**src/lue_pkg.sv**
```systemverilog
// Package with register map, field layout and carrier types for the lookup index block.
`default_nettype none
package lue_pkg;
  localparam int ADDR_W = 16;
  localparam int DATA_W = 32;
  localparam logic [15:0] OFF_AF_WF_INDEX = 16'h0316;
  localparam logic [15:0] OFF_LEARN_FAIL_INDEX = 16'h0318;
  localparam logic [15:0] OFF_HOST_ACCESS_INDEX = 16'h031a;
  localparam logic [15:0] OFF_UNK_UC_CTRL = 16'h0320;
  localparam logic [15:0] OFF_UNK_MC_CTRL = 16'h0324;
  localparam logic [15:0] OFF_UNK_VID_CTRL = 16'h0328;
  localparam int ENTRY_W = 12;
  localparam int BUCKET_W = 10;
  localparam int NPORTS = 3;
  localparam int FWD_EN_BIT = 31;
  localparam logic [1:0] AF_MIN_STATIC = 2'h2;
  localparam logic [2:0] FULL_STATIC = 3'h4;
  localparam logic [31:0] CTRL_RESET = 32'h0000_0000;
  localparam logic [15:0] INDEX_RESET = 16'h0000;

  typedef struct packed {
    logic en;
    logic [NPORTS-1:0] ports;
  } fwd_ctrl_t;

  typedef struct packed {
    logic wr;
    logic rd;
    logic [ADDR_W-1:0] addr;
    logic [DATA_W-1:0] wdata;
  } reg_req_t;

  // Lookup engine event report: one-cycle strobes with the addresses involved.
  typedef struct packed {
    logic static_wr_ok;
    logic [2:0] prior_static;
    logic [ENTRY_W-1:0] entry_addr;
    logic static_wr_fail;
    logic learn_fail;
    logic [2:0] learn_static;
    logic host_access;
    logic [BUCKET_W-1:0] bucket_addr;
  } lue_event_t;

  typedef struct packed {
    logic unk_vid;
    logic unk_uc;
    logic unk_mc;
  } pkt_class_t;

  typedef enum logic [1:0] {
    SEL_NONE = 2'b00,
    SEL_VID = 2'b01,
    SEL_UC = 2'b10,
    SEL_MC = 2'b11
  } fwd_sel_t;
endpackage
`default_nettype wire

```
**src/unknown_fwd_select.sv**
```systemverilog
// Picks the forwarding map for a packet that falls into unknown categories.
`timescale 1ns/1ps
`default_nettype none
module unknown_fwd_select (
  input wire logic i_sys_clk,
  input wire logic i_rst,
  input wire logic i_ce,
  input wire logic i_valid,
  input wire lue_pkg::pkt_class_t i_class,
  input wire lue_pkg::fwd_ctrl_t i_vid,
  input wire lue_pkg::fwd_ctrl_t i_uc,
  input wire lue_pkg::fwd_ctrl_t i_mc,
  output logic o_valid,
  output lue_pkg::fwd_sel_t o_sel,
  output logic o_fwd_en,
  output logic [lue_pkg::NPORTS-1:0] o_ports
);
  lue_pkg::fwd_sel_t sel_d;
  lue_pkg::fwd_ctrl_t ctl_d;

  // Only the winning category's control is used, even when it is disabled.
  always_comb begin
    sel_d = lue_pkg::SEL_NONE;
    ctl_d = '0;
    if (i_class.unk_vid) begin
      sel_d = lue_pkg::SEL_VID;
      ctl_d = i_vid;
    end else if (i_class.unk_uc) begin
      sel_d = lue_pkg::SEL_UC;
      ctl_d = i_uc;
    end else if (i_class.unk_mc) begin
      sel_d = lue_pkg::SEL_MC;
      ctl_d = i_mc;
    end
  end

  always_ff @(posedge i_sys_clk) begin
    if (i_rst) begin
      o_valid <= 1'b0;
      o_sel <= lue_pkg::SEL_NONE;
      o_fwd_en <= 1'b0;
      o_ports <= '0;
    end else if (i_ce) begin
      o_valid <= i_valid;
      o_sel <= sel_d;
      o_fwd_en <= ctl_d.en;
      o_ports <= ctl_d.en ? ctl_d.ports : '0;
    end
  end
endmodule // unknown_fwd_select
`default_nettype wire

```
**src/lookup_index_unknown_fwd.sv**
```systemverilog
// Lookup engine index capture and unknown-destination forwarding control registers.
// Operation
// - Almost-full static write with no failed write in the same cycle records 12-bit entry address.
// - Failed static write records 10-bit bucket address.
// - Learn failure on full-static bucket records bucket.
// - Every host table access records its bucket.
// - Precedence: unknown VID, unicast, then multicast.
// - Unicast bit 31 enables unknown unicast forwarding.
// - Unicast bits 2..0 select ports 3..1.
// - Multicast bit 31 enables unknown multicast forwarding.
// - Multicast bits 2..0 select ports 3..1.
// - Unicast control resets to zero.
// - Multicast control resets to zero.
// - Almost-full write raises almost-full status.
// - Unknown VID control enables and ranks first.
`timescale 1ns/1ps
`default_nettype none
module lookup_index_unknown_fwd (
  input wire logic i_sys_clk,
  input wire logic i_rst,
  input wire logic i_ce,
  input wire lue_pkg::reg_req_t i_req,
  output logic [lue_pkg::DATA_W-1:0] o_rdata,
  output logic o_rvalid,
  output logic o_rerr,
  input wire lue_pkg::lue_event_t i_event,
  output logic o_almost_full_evt,
  input wire logic i_pkt_valid,
  input wire lue_pkg::pkt_class_t i_pkt_class,
  output logic o_fwd_valid,
  output lue_pkg::fwd_sel_t o_fwd_sel,
  output logic o_fwd_en,
  output logic [lue_pkg::NPORTS-1:0] o_fwd_ports
);
  logic [15:0] af_wf_index_q;
  logic [15:0] learn_fail_index_q;
  logic [15:0] host_access_index_q;
  lue_pkg::fwd_ctrl_t uc_ctrl_q;
  lue_pkg::fwd_ctrl_t mc_ctrl_q;
  lue_pkg::fwd_ctrl_t vid_ctrl_q;
  logic almost_full_hit;

  function automatic lue_pkg::fwd_ctrl_t ctrl_from_word(input logic [31:0] w);
    ctrl_from_word.en = w[lue_pkg::FWD_EN_BIT];
    ctrl_from_word.ports = w[lue_pkg::NPORTS-1:0];
  endfunction

  function automatic logic [31:0] ctrl_to_word(input lue_pkg::fwd_ctrl_t c);
    ctrl_to_word = lue_pkg::CTRL_RESET;
    ctrl_to_word[lue_pkg::FWD_EN_BIT] = c.en;
    ctrl_to_word[lue_pkg::NPORTS-1:0] = c.ports;
  endfunction

  assign almost_full_hit = i_event.static_wr_ok &&
    (i_event.prior_static == {1'b0, lue_pkg::AF_MIN_STATIC} ||
     i_event.prior_static == {1'b0, lue_pkg::AF_MIN_STATIC} + 3'h1);

  // A failed write and an almost-full write share one register; the failure is
  // the rarer and more urgent report, so it wins if both ever arrive together.
  always_ff @(posedge i_sys_clk) begin
    if (i_rst) begin
      af_wf_index_q <= lue_pkg::INDEX_RESET;
    end else if (i_ce) begin
      if (i_event.static_wr_fail) begin
        af_wf_index_q <= {6'h00, i_event.bucket_addr};
      end else if (almost_full_hit) begin
        af_wf_index_q <= {4'h0, i_event.entry_addr};
      end
    end
  end

  always_ff @(posedge i_sys_clk) begin
    if (i_rst) begin
      learn_fail_index_q <= lue_pkg::INDEX_RESET;
    end else if (i_ce && i_event.learn_fail && i_event.learn_static == lue_pkg::FULL_STATIC) begin
      learn_fail_index_q <= {6'h00, i_event.bucket_addr};
    end
  end

  always_ff @(posedge i_sys_clk) begin
    if (i_rst) begin
      host_access_index_q <= lue_pkg::INDEX_RESET;
    end else if (i_ce && i_event.host_access) begin
      host_access_index_q <= {6'h00, i_event.bucket_addr};
    end
  end

  always_ff @(posedge i_sys_clk) begin
    if (i_rst) begin
      o_almost_full_evt <= 1'b0;
    end else if (i_ce) begin
      o_almost_full_evt <= almost_full_hit;
    end
  end

  always_ff @(posedge i_sys_clk) begin
    if (i_rst) begin
      uc_ctrl_q <= ctrl_from_word(lue_pkg::CTRL_RESET);
      mc_ctrl_q <= ctrl_from_word(lue_pkg::CTRL_RESET);
      vid_ctrl_q <= ctrl_from_word(lue_pkg::CTRL_RESET);
    end else if (i_ce && i_req.wr) begin
      case (i_req.addr)
        lue_pkg::OFF_UNK_UC_CTRL: uc_ctrl_q <= ctrl_from_word(i_req.wdata);
        lue_pkg::OFF_UNK_MC_CTRL: mc_ctrl_q <= ctrl_from_word(i_req.wdata);
        lue_pkg::OFF_UNK_VID_CTRL: vid_ctrl_q <= ctrl_from_word(i_req.wdata);
        default: ;
      endcase
    end
  end

  // Reads have no side effect; captured indices are never cleared by software.
  always_ff @(posedge i_sys_clk) begin
    if (i_rst) begin
      o_rdata <= '0;
      o_rvalid <= 1'b0;
      o_rerr <= 1'b0;
    end else if (i_ce) begin
      o_rvalid <= i_req.rd;
      o_rerr <= 1'b0;
      if (i_req.rd) begin
        case (i_req.addr)
          lue_pkg::OFF_AF_WF_INDEX: o_rdata <= {16'h0000, af_wf_index_q};
          lue_pkg::OFF_LEARN_FAIL_INDEX: o_rdata <= {16'h0000, learn_fail_index_q};
          lue_pkg::OFF_HOST_ACCESS_INDEX: o_rdata <= {16'h0000, host_access_index_q};
          lue_pkg::OFF_UNK_UC_CTRL: o_rdata <= ctrl_to_word(uc_ctrl_q);
          lue_pkg::OFF_UNK_MC_CTRL: o_rdata <= ctrl_to_word(mc_ctrl_q);
          lue_pkg::OFF_UNK_VID_CTRL: o_rdata <= ctrl_to_word(vid_ctrl_q);
          default: begin
            o_rdata <= '0;
            o_rerr <= 1'b1;
          end
        endcase
      end
    end
  end

  unknown_fwd_select u_sel (
    .i_sys_clk(i_sys_clk),
    .i_rst(i_rst),
    .i_ce(i_ce),
    .i_valid(i_pkt_valid),
    .i_class(i_pkt_class),
    .i_vid(vid_ctrl_q),
    .i_uc(uc_ctrl_q),
    .i_mc(mc_ctrl_q),
    .o_valid(o_fwd_valid),
    .o_sel(o_fwd_sel),
    .o_fwd_en(o_fwd_en),
    .o_ports(o_fwd_ports)
  );

  a_af_capture: assert property (@(posedge i_sys_clk) disable iff (i_rst)
    i_ce && almost_full_hit && !i_event.static_wr_fail |=>
      af_wf_index_q == {4'h0, $past(i_event.entry_addr)})
    else $error("almost-full index not captured");
  a_wf_capture: assert property (@(posedge i_sys_clk) disable iff (i_rst)
    i_ce && i_event.static_wr_fail |=> af_wf_index_q == {6'h00, $past(i_event.bucket_addr)})
    else $error("write-fail index not captured");
  a_learn_capture: assert property (@(posedge i_sys_clk) disable iff (i_rst)
    i_ce && i_event.learn_fail && i_event.learn_static == lue_pkg::FULL_STATIC |=>
      learn_fail_index_q == {6'h00, $past(i_event.bucket_addr)})
    else $error("learn-fail index not captured");
  a_host_capture: assert property (@(posedge i_sys_clk) disable iff (i_rst)
    i_ce && i_event.host_access |=> host_access_index_q == {6'h00, $past(i_event.bucket_addr)})
    else $error("host access index not captured");
  a_vid_first: assert property (@(posedge i_sys_clk) disable iff (i_rst)
    i_ce && i_pkt_class.unk_vid |=> o_fwd_sel == lue_pkg::SEL_VID && o_fwd_en == $past(vid_ctrl_q.en))
    else $error("unknown VID did not take precedence");
  a_uc_gate: assert property (@(posedge i_sys_clk) disable iff (i_rst)
    i_ce && !i_pkt_class.unk_vid && i_pkt_class.unk_uc |=>
      o_fwd_sel == lue_pkg::SEL_UC && o_fwd_ports == ($past(uc_ctrl_q.en) ? $past(uc_ctrl_q.ports) : 3'h0))
    else $error("unknown unicast forwarding wrong");
  a_mc_gate: assert property (@(posedge i_sys_clk) disable iff (i_rst)
    i_ce && i_pkt_class == 3'b001 |=>
      o_fwd_sel == lue_pkg::SEL_MC && o_fwd_ports == ($past(mc_ctrl_q.en) ? $past(mc_ctrl_q.ports) : 3'h0))
    else $error("unknown multicast forwarding wrong");
  a_ctrl_reset: assert property (@(posedge i_sys_clk)
    $past(i_rst) |-> uc_ctrl_q == '0 && mc_ctrl_q == '0)
    else $error("control registers not zero after reset");
  a_af_status: assert property (@(posedge i_sys_clk) disable iff (i_rst)
    i_ce |=> o_almost_full_evt == $past(almost_full_hit))
    else $error("almost-full status wrong");
  a_index_hold: assert property (@(posedge i_sys_clk) disable iff (i_rst)
    !i_event.learn_fail |=> $stable(learn_fail_index_q))
    else $error("learn-fail index changed without event");

  // The other two captures must also sit still between their own events, so that
  // software polling a register never sees an address from an unrelated cycle.
  a_host_hold: assert property (@(posedge i_sys_clk) disable iff (i_rst)
    !i_event.host_access |=> $stable(host_access_index_q))
    else $error("host access index changed without event");
  a_af_hold: assert property (@(posedge i_sys_clk) disable iff (i_rst)
    !i_event.static_wr_fail && !almost_full_hit |=> $stable(af_wf_index_q))
    else $error("almost-full index changed without event");
  a_mc_ctrl_reset: assert property (@(posedge i_sys_clk)
    $past(i_rst) |-> mc_ctrl_q.en == 1'b0 && mc_ctrl_q.ports == '0)
    else $error("multicast control not zero after reset");

  // Reserved control bits must read zero whatever software wrote into them.
  a_uc_readback: assert property (@(posedge i_sys_clk) disable iff (i_rst)
    i_ce && i_req.rd && i_req.addr == lue_pkg::OFF_UNK_UC_CTRL |=>
      o_rdata[lue_pkg::FWD_EN_BIT] == $past(uc_ctrl_q.en) &&
      o_rdata[lue_pkg::FWD_EN_BIT-1:lue_pkg::NPORTS] == '0 &&
      o_rdata[lue_pkg::NPORTS-1:0] == $past(uc_ctrl_q.ports))
    else $error("unicast control read back wrong");
  a_mc_readback: assert property (@(posedge i_sys_clk) disable iff (i_rst)
    i_ce && i_req.rd && i_req.addr == lue_pkg::OFF_UNK_MC_CTRL |=>
      o_rdata[lue_pkg::FWD_EN_BIT] == $past(mc_ctrl_q.en) &&
      o_rdata[lue_pkg::FWD_EN_BIT-1:lue_pkg::NPORTS] == '0 &&
      o_rdata[lue_pkg::NPORTS-1:0] == $past(mc_ctrl_q.ports))
    else $error("multicast control read back wrong");

  // Main scenarios that the bench is expected to reach.
  c_uc_fwd: cover property (@(posedge i_sys_clk) o_fwd_sel == lue_pkg::SEL_UC && o_fwd_en);
  c_fail_beats_af: cover property (@(posedge i_sys_clk)
    i_ce && i_event.static_wr_fail && almost_full_hit);
  c_vid_over_uc: cover property (@(posedge i_sys_clk)
    i_ce && i_pkt_class.unk_vid && i_pkt_class.unk_uc);
  c_af_write: cover property (@(posedge i_sys_clk) o_almost_full_evt);
  c_bad_read: cover property (@(posedge i_sys_clk) o_rerr);
endmodule // lookup_index_unknown_fwd
`default_nettype wire

```
**config.mk**
```make
export PLATFORM = sky130hd
export DESIGN_NAME = lookup_index_unknown_fwd
export DESIGN_NICKNAME = d
export VERILOG_FILES = /design/src/lue_pkg.sv /design/src/unknown_fwd_select.sv /design/src/lookup_index_unknown_fwd.sv
export SDC_FILE = /design/constraint.sdc
export NUM_CORES = 1
export LEC_CHECK = 0
export ABC_CLOCK_PERIOD_IN_PS = 4240
export BUFFER_PORTS_ARGS = -buffer_cell sky130_fd_sc_hd__buf_2
export CAP_MARGIN = 20
export CORE_MARGIN = 4
export CORE_UTILIZATION = 50
export DETAILED_ROUTE_END_ITERATION = 7
export PLACE_DENSITY = 0.81
export SYNTH_ARGS = -nofsm -noshare
export SYNTH_HDL_FRONTEND = slang
export SYNTH_SLANG_ARGS = --single-unit
```
**constraint.sdc**
```tcl
create_clock -name i_sys_clk -period 4.24 [get_ports i_sys_clk]
set_input_delay 0.424 -clock i_sys_clk [delete_from_list [all_inputs] [get_ports i_sys_clk]]
set_output_delay 0.424 -clock i_sys_clk [all_outputs]
set_load 0.02 [all_outputs]
```
# Word level (Yosys, flattened, before mapping)
# Cells that the tools add are included.
dict set report word_totals {
  reg_bits 90
  inputBits 89
  out_inout_bits 42
  elab_cells 51
}
dict set report op_classes {
  eq_ne 9
  n_mux 12
  reduce_logical 13
}
# operator n
set op_table {}
lappend op_table {{$pmux 32 s6} 1}
lappend op_table {{$eq 16x10->1 const B} 6}
lappend op_table {{$mux 16} 2}
lappend op_table {{$mux 4} 3}
lappend op_table {{$reduce_and 2->1} 5}
lappend op_table {{$eq 3x2->1 const B} 2}
lappend op_table {{$mux 2} 3}
lappend op_table {{$reduce_or 6->1} 1}
lappend op_table {{$logic_and 1x1->1} 5}
lappend op_table {{$eq 3x3->1 const B} 1}
lappend op_table {{$mux 3} 1}
lappend op_table {{$mux 1} 2}
lappend op_table {{$reduce_bool 2->1} 1}
lappend op_table {{$logic_or 1x1->1} 1}

# Longest topological paths before layout
dict set report depth {
  ltp_word 5
  depth_mapped 6
  ltp_nobuf 4
}

# By module
# Synthesis repeated with hierarchy kept, for this count alone.
dict set report hier_totals {
  hier_cells 389
  hier_area_um2 3408.3
}
# module instances cells_per_inst area_each_um2
set by_module_without_submodules {}
lappend by_module_without_submodules {lookup_index_unknown_fwd 1 353 3042.9}
lappend by_module_without_submodules {unknown_fwd_select 1 36 365.4}

# Worst setup path before layout
# Ideal clock, no wire load.
dict set report synth_timing {
  path_kind {input port to flip-flop}
  from {in i_req[45] (netlist name)}
  to {reg mc_ctrl_q[0] (netlist name)}
  t_arrival_ps 2029
  t_required_ps 4108
  setup_slack_ps 2078
  path_stages 6
  path_buffers 2
  path_cell_list {or4_4 buf_6 or4_4 buf_6 o31ai_1 a21oi_1}
}
dict set report synth_between {
  elab_chain_len 2
}
# element line
set synth_rtl {}
lappend synth_rtl {{from (decl)} lookup_index_unknown_fwd.sv:22} ;# input wire lue_pkg::reg_req_t i_req,
lappend synth_rtl {{$eq 16x10->1} lookup_index_unknown_fwd.sv:102} ;# case (i_req.addr)
lappend synth_rtl {{$reduce_and 2->1 (no source line)} --}
lappend synth_rtl {{to (signal assigned)} lookup_index_unknown_fwd.sv:99} ;# mc_ctrl_q <= ctrl_from_word(lue_pkg::CTRL_RESET);
lappend synth_rtl {{to (signal assigned)} lookup_index_unknown_fwd.sv:104} ;# lue_pkg::OFF_UNK_MC_CTRL: mc_ctrl_q <= ctrl_from_word(i_req.wdata);
lappend synth_rtl {{to (decl)} lookup_index_unknown_fwd.sv:39} ;# lue_pkg::fwd_ctrl_t mc_ctrl_q;
# Every way passes these cells.
# A chain may end at the register's enable or synchronous reset.

# Worst setup path in the final report
dict set report layout_timing {
  from {in i_req[43] (netlist name)}
  to {reg o_rdata[4] (netlist name)}
}
dict set report layout_between {
  elab_chain_len 2
  elab_cells_between_ends 7
  cone_classes {6 x eq/ne; 1 x mux}
}
# element line
set layout_rtl {}
lappend layout_rtl {{$eq 16x10->1} lookup_index_unknown_fwd.sv:121} ;# case (i_req.addr)
lappend layout_rtl {{$pmux 32 s6 (*)} lookup_index_unknown_fwd.sv:121}
lappend layout_rtl {{to (signal assigned)} lookup_index_unknown_fwd.sv:122} ;# lue_pkg::OFF_AF_WF_INDEX: o_rdata <= {16'h0000, af_wf_index_q};
lappend layout_rtl {{to (signal assigned)} lookup_index_unknown_fwd.sv:123} ;# lue_pkg::OFF_LEARN_FAIL_INDEX: o_rdata <= {16'h0000, learn_fail_index_q};
lappend layout_rtl {{to (signal assigned)} lookup_index_unknown_fwd.sv:124} ;# lue_pkg::OFF_HOST_ACCESS_INDEX: o_rdata <= {16'h0000, host_access_index_q};
lappend layout_rtl {{to (decl)} lookup_index_unknown_fwd.sv:23} ;# output logic [lue_pkg::DATA_W-1:0] o_rdata,
# Every way passes the cells marked *; elsewhere a longest branch is shown, timed or not.

==> results.py <==
metrics = {
    "setup_path": {
        "cp.required_ns": 4.50,
        "cp-end-kind": "flip-flop",
        "crit_path_start_kind": "input port",
        "critPathMaxFanout": 10,
        "reg2regPathDepth": 4,
        "r2r_end": "u_sel.o_ports[0]$_SDFFE_PP0P_",
        "r2r_start": "mc_ctrl_q[3]$_SDFFE_PP0P_",
        "critPathLaunch": "i_req[43]",
        "arrival_ns": 2.47,
        "r2r_slack_ns": 2.98,
        "crit_type": "input port to flip-flop",
    },
    "logic_synthesis": {
        "synth.yosys.seq_area_share": 0.410,
        "syn_avg_cell_area_sq_um": 8.73,
        "syn_area_sq_um": 3270,
        "synth_edf_count": 0,
        "postSynth.asyncResetShare": 0,
        "yosysUniqueCellTypes": 46,
        "yosys_register_bits": 67,
        "syn_inst": 375,
        "ys_warn_count": 0,
        "synth_ff_type": "dfxtp_1",
    },
    "route": {
        "viasPerCell": 5.89,
        "drcViolationCount": 0,
        "wire_per_inst_um": 16.8,
        "drt_first_pass_iters": 5,
        "initialDrtViolationCount": 281,
        "drt-total-wl_um": 8800,
        "ant_nets": 0,
        "num_vias": 3080,
    },
    "pwr": {
        "p_int_w": 0.000985,
        "p_leak_nw": 1.55,
        "combPwrFrac": 0.112,
        "switchingPower_w": 0.000346,
        "vdd_drop_max_v": 0.000201,
        "clkPwrFrac": 0.393,
        "switching_share": 0.260,
        "pwr-share-seq": 0.495,
        "p_per_area_nw_per_um2": 351,
    },
    "min_path": {
        "min_to": "u_sel.o_valid$_SDFFE_PP0P_",
        "hold_depth": 3,
        "hp-start": "i_pkt_valid",
        "hold_class": "input port to flip-flop",
    },
    "cts": {
        "cts_sinks": 67,
        "numCtsBuffers": 9,
        "cts_tree": "done",
        "cts_setup_buffers": 0,
        "cts_buffer_depth": 2,
        "root_buffer": "clkbuf_8",
        "clock_latency_ns": 0.34,
        "holdBufCountCts": 0,
        "ctsHtreeMaxLevel": 3,
        "cts_resized": 0,
        "clkTransAtPathRegs_ns": 0.07,
    },
    "timing": {
        "slew_viol_final": 0,
        "rsz0062_at_grt": "no",
        "finalSetupViolations": 0,
        "worst_slew_pin_slew_ns": 1.07,
        "fin_tns_setup_ns": 0,
        "fin_crit_sh": 0.521,
        "fmax_mhz": 453,
        "hold_violations": 0,
        "finClkSkew_ns": 0.00639,
        "max-slew-margin-rel": 0.283,
        "min_period_ns": 2.21,
    },
    "placement": {
        "dp_hpwl_um": 6020,
        "port_buffers": 82,
        "gp_congestion": 0.802,
    },
    "grt": {
        "grt_max_degree": 40,
        "gr-total-overflow": 0,
        "grt_pass1_wl_um": 13900,
        "antenna_found_initial": 0,
        "track_usage": 0.225,
        "first_global_vias": 2868,
    },
    "final_layout": {
        "drive_gt1_frac": 0.253,
        "nets": 530,
        "area_delta_synth_final_pct": 15.9,
        "nFillCells": 568,
        "post-route-util": 0.597,
        "diodes": 0,
    },
    "floorplan": {
        "start_util": 0.515,
        "rows": 29,
        "io_pins": 131,
        "die_w_um": 88.9,
        "core_area_sq_um": 6350,
        "die_area_sq_um": 7900,
        "die_y_um": 88.9,
    },
    "flow_run": {
        "drv_cap": 0,
    },
    "outcome": {
        "status": "finished clean",
    },
}
## worst max path at each step
stage                                      endpoint  slack, ns  cells after the start
final                       o_rdata[4]$_SDFFE_PP0P_       2.03                      5
after CTS                   o_rdata[4]$_SDFFE_PP0P_       2.03                      5
after floorplan           mc_ctrl_q[0]$_SDFFE_PP0P_       2.08                      6
after global placement      o_rdata[4]$_SDFFE_PP0P_       1.70                      5
after detailed placement    o_rdata[4]$_SDFFE_PP0P_       1.66                      5
after global routing        o_rdata[7]$_SDFFE_PP0P_       1.90                      5
## placed cells by master (no fill, tap or decap), types with 3 or more instances in the layout
cell type,n
a22oi_1,13
nand2b_1,8
clkinv_2,3
nand4_1,11
clkbuf_8,10
mux2_2,4
o31ai_1,7
mux2i_1,23
nand2_1,42
o211ai_1,3
o21ai_0,5
conb_1,19
nand3_1,4
buf_4,4
a32oi_1,18
o21bai_1,3
a21oi_1,30
buf_2,82
o2111ai_1,3
a211oi_1,10
and2_1,4
or4bb_1,3
nor2_1,33
dfxtp_1,67
a31oi_1,7
## metrics by stage
stage | worst slack [ns] | power (W) | hold WS (ns) | cells | cell area, sq um
after floorplan | 2.08 | 0.000778 | 0.436 | 393 | 3340
after global placement | 1.70 | 0.000815 | 0.436 | 507 | 3600
after detailed placement | 1.66 | 0.000818 | 0.446 | 507 | 3600
after CTS | 2.03 | 0.00133 | 0.315 | 523 | 3790
after global routing | 1.90 | 0.00138 | 0.343 | 523 | 3790
final | 2.03 | 0.00133 | 0.327 | 523 | 3790
## registers in the layout (all words and copies together) (netlist names), 2 cells and up
register / count
learn_fail_index_q: 10
uc_ctrl_q: 4
u_sel.o_ports: 3
host_access_index_q: 10
u_sel.o_sel: 2
mc_ctrl_q: 4
vid_ctrl_q: 4
af_wf_index_q: 12
o_rdata: 13
## cells in the mapped netlist, drive strengths merged, types with 5 or more instances
master,n,area (sq um)
a211oi,10,75.1
clkbuf,20,76.3
a22oi,13,97.6
nand2b,8,50.1
a21oi,30,150
o31ai,8,65.1
buf,29,203
mux2i,23,230
nor2,33,124
dfxtp,67,1340
o21ai,5,25.0
a32oi,18,158
nand2,42,158
a31oi,7,43.8
nand4,11,68.8
## layout make-up
type                       instances  area (sq um)  area share
inverter                           2          7.51     0.00198
timing repair buffer              86           440       0.116
sequential                        67          1340       0.354
multi-input combinational        275          1710       0.452
clock inverter                     5          52.6      0.0139
tap                               77          96.3      0.0254
clock buffer                      11           141      0.0373
## power by group through the flow
| stage | Sequential, W | Clock [W] | Combinational (W) |
|---|---|---|---|
| floorplan | 0.000676 | 0 | 0.000101 |
| global placement | 0.000671 | 0 | 0.000143 |
| detailed placement | 0.000672 | 0 | 0.000146 |
| CTS | 0.000658 | 0.000527 | 0.000148 |
| global route | 0.000660 | 0.000551 | 0.000165 |
| finish | 0.000658 | 0.000523 | 0.000150 |
## kinds of logic (layout without fill, tap and decap cells)
group,Yosys count,in the layout,synth area share
and+or+nand+nor,125,125,0.198
AOI/OAI and AO/OA,104,104,0.220
DFF,67,67,0.410
buffers and inverters,51,104,0.0875
muxes,27,27,0.0841
other,1,19,0.00115
## worst max-delay path, cell delays in order
cell	delay, ns
buf_2	0.09
or4bb_1	0.65
nor4_2	0.96
a32oi_1	0.12
a22oi_1	0.22
## routing by layer
| metal | vias to the layer above | global-route usage | share of wire |
|---|---|---|---|
| li1 | 1478 | - | - |
| met2 | 145 | 0.348 | 0.45 |
| met4 | 0 | 0.0783 | 0.018 |
| met1 | 1445 | 0.309 | 0.45 |
| met5 | - | 0 | 0 |
| met3 | 12 | 0.0516 | 0.081 |
(Power assumes the default switching activity.)
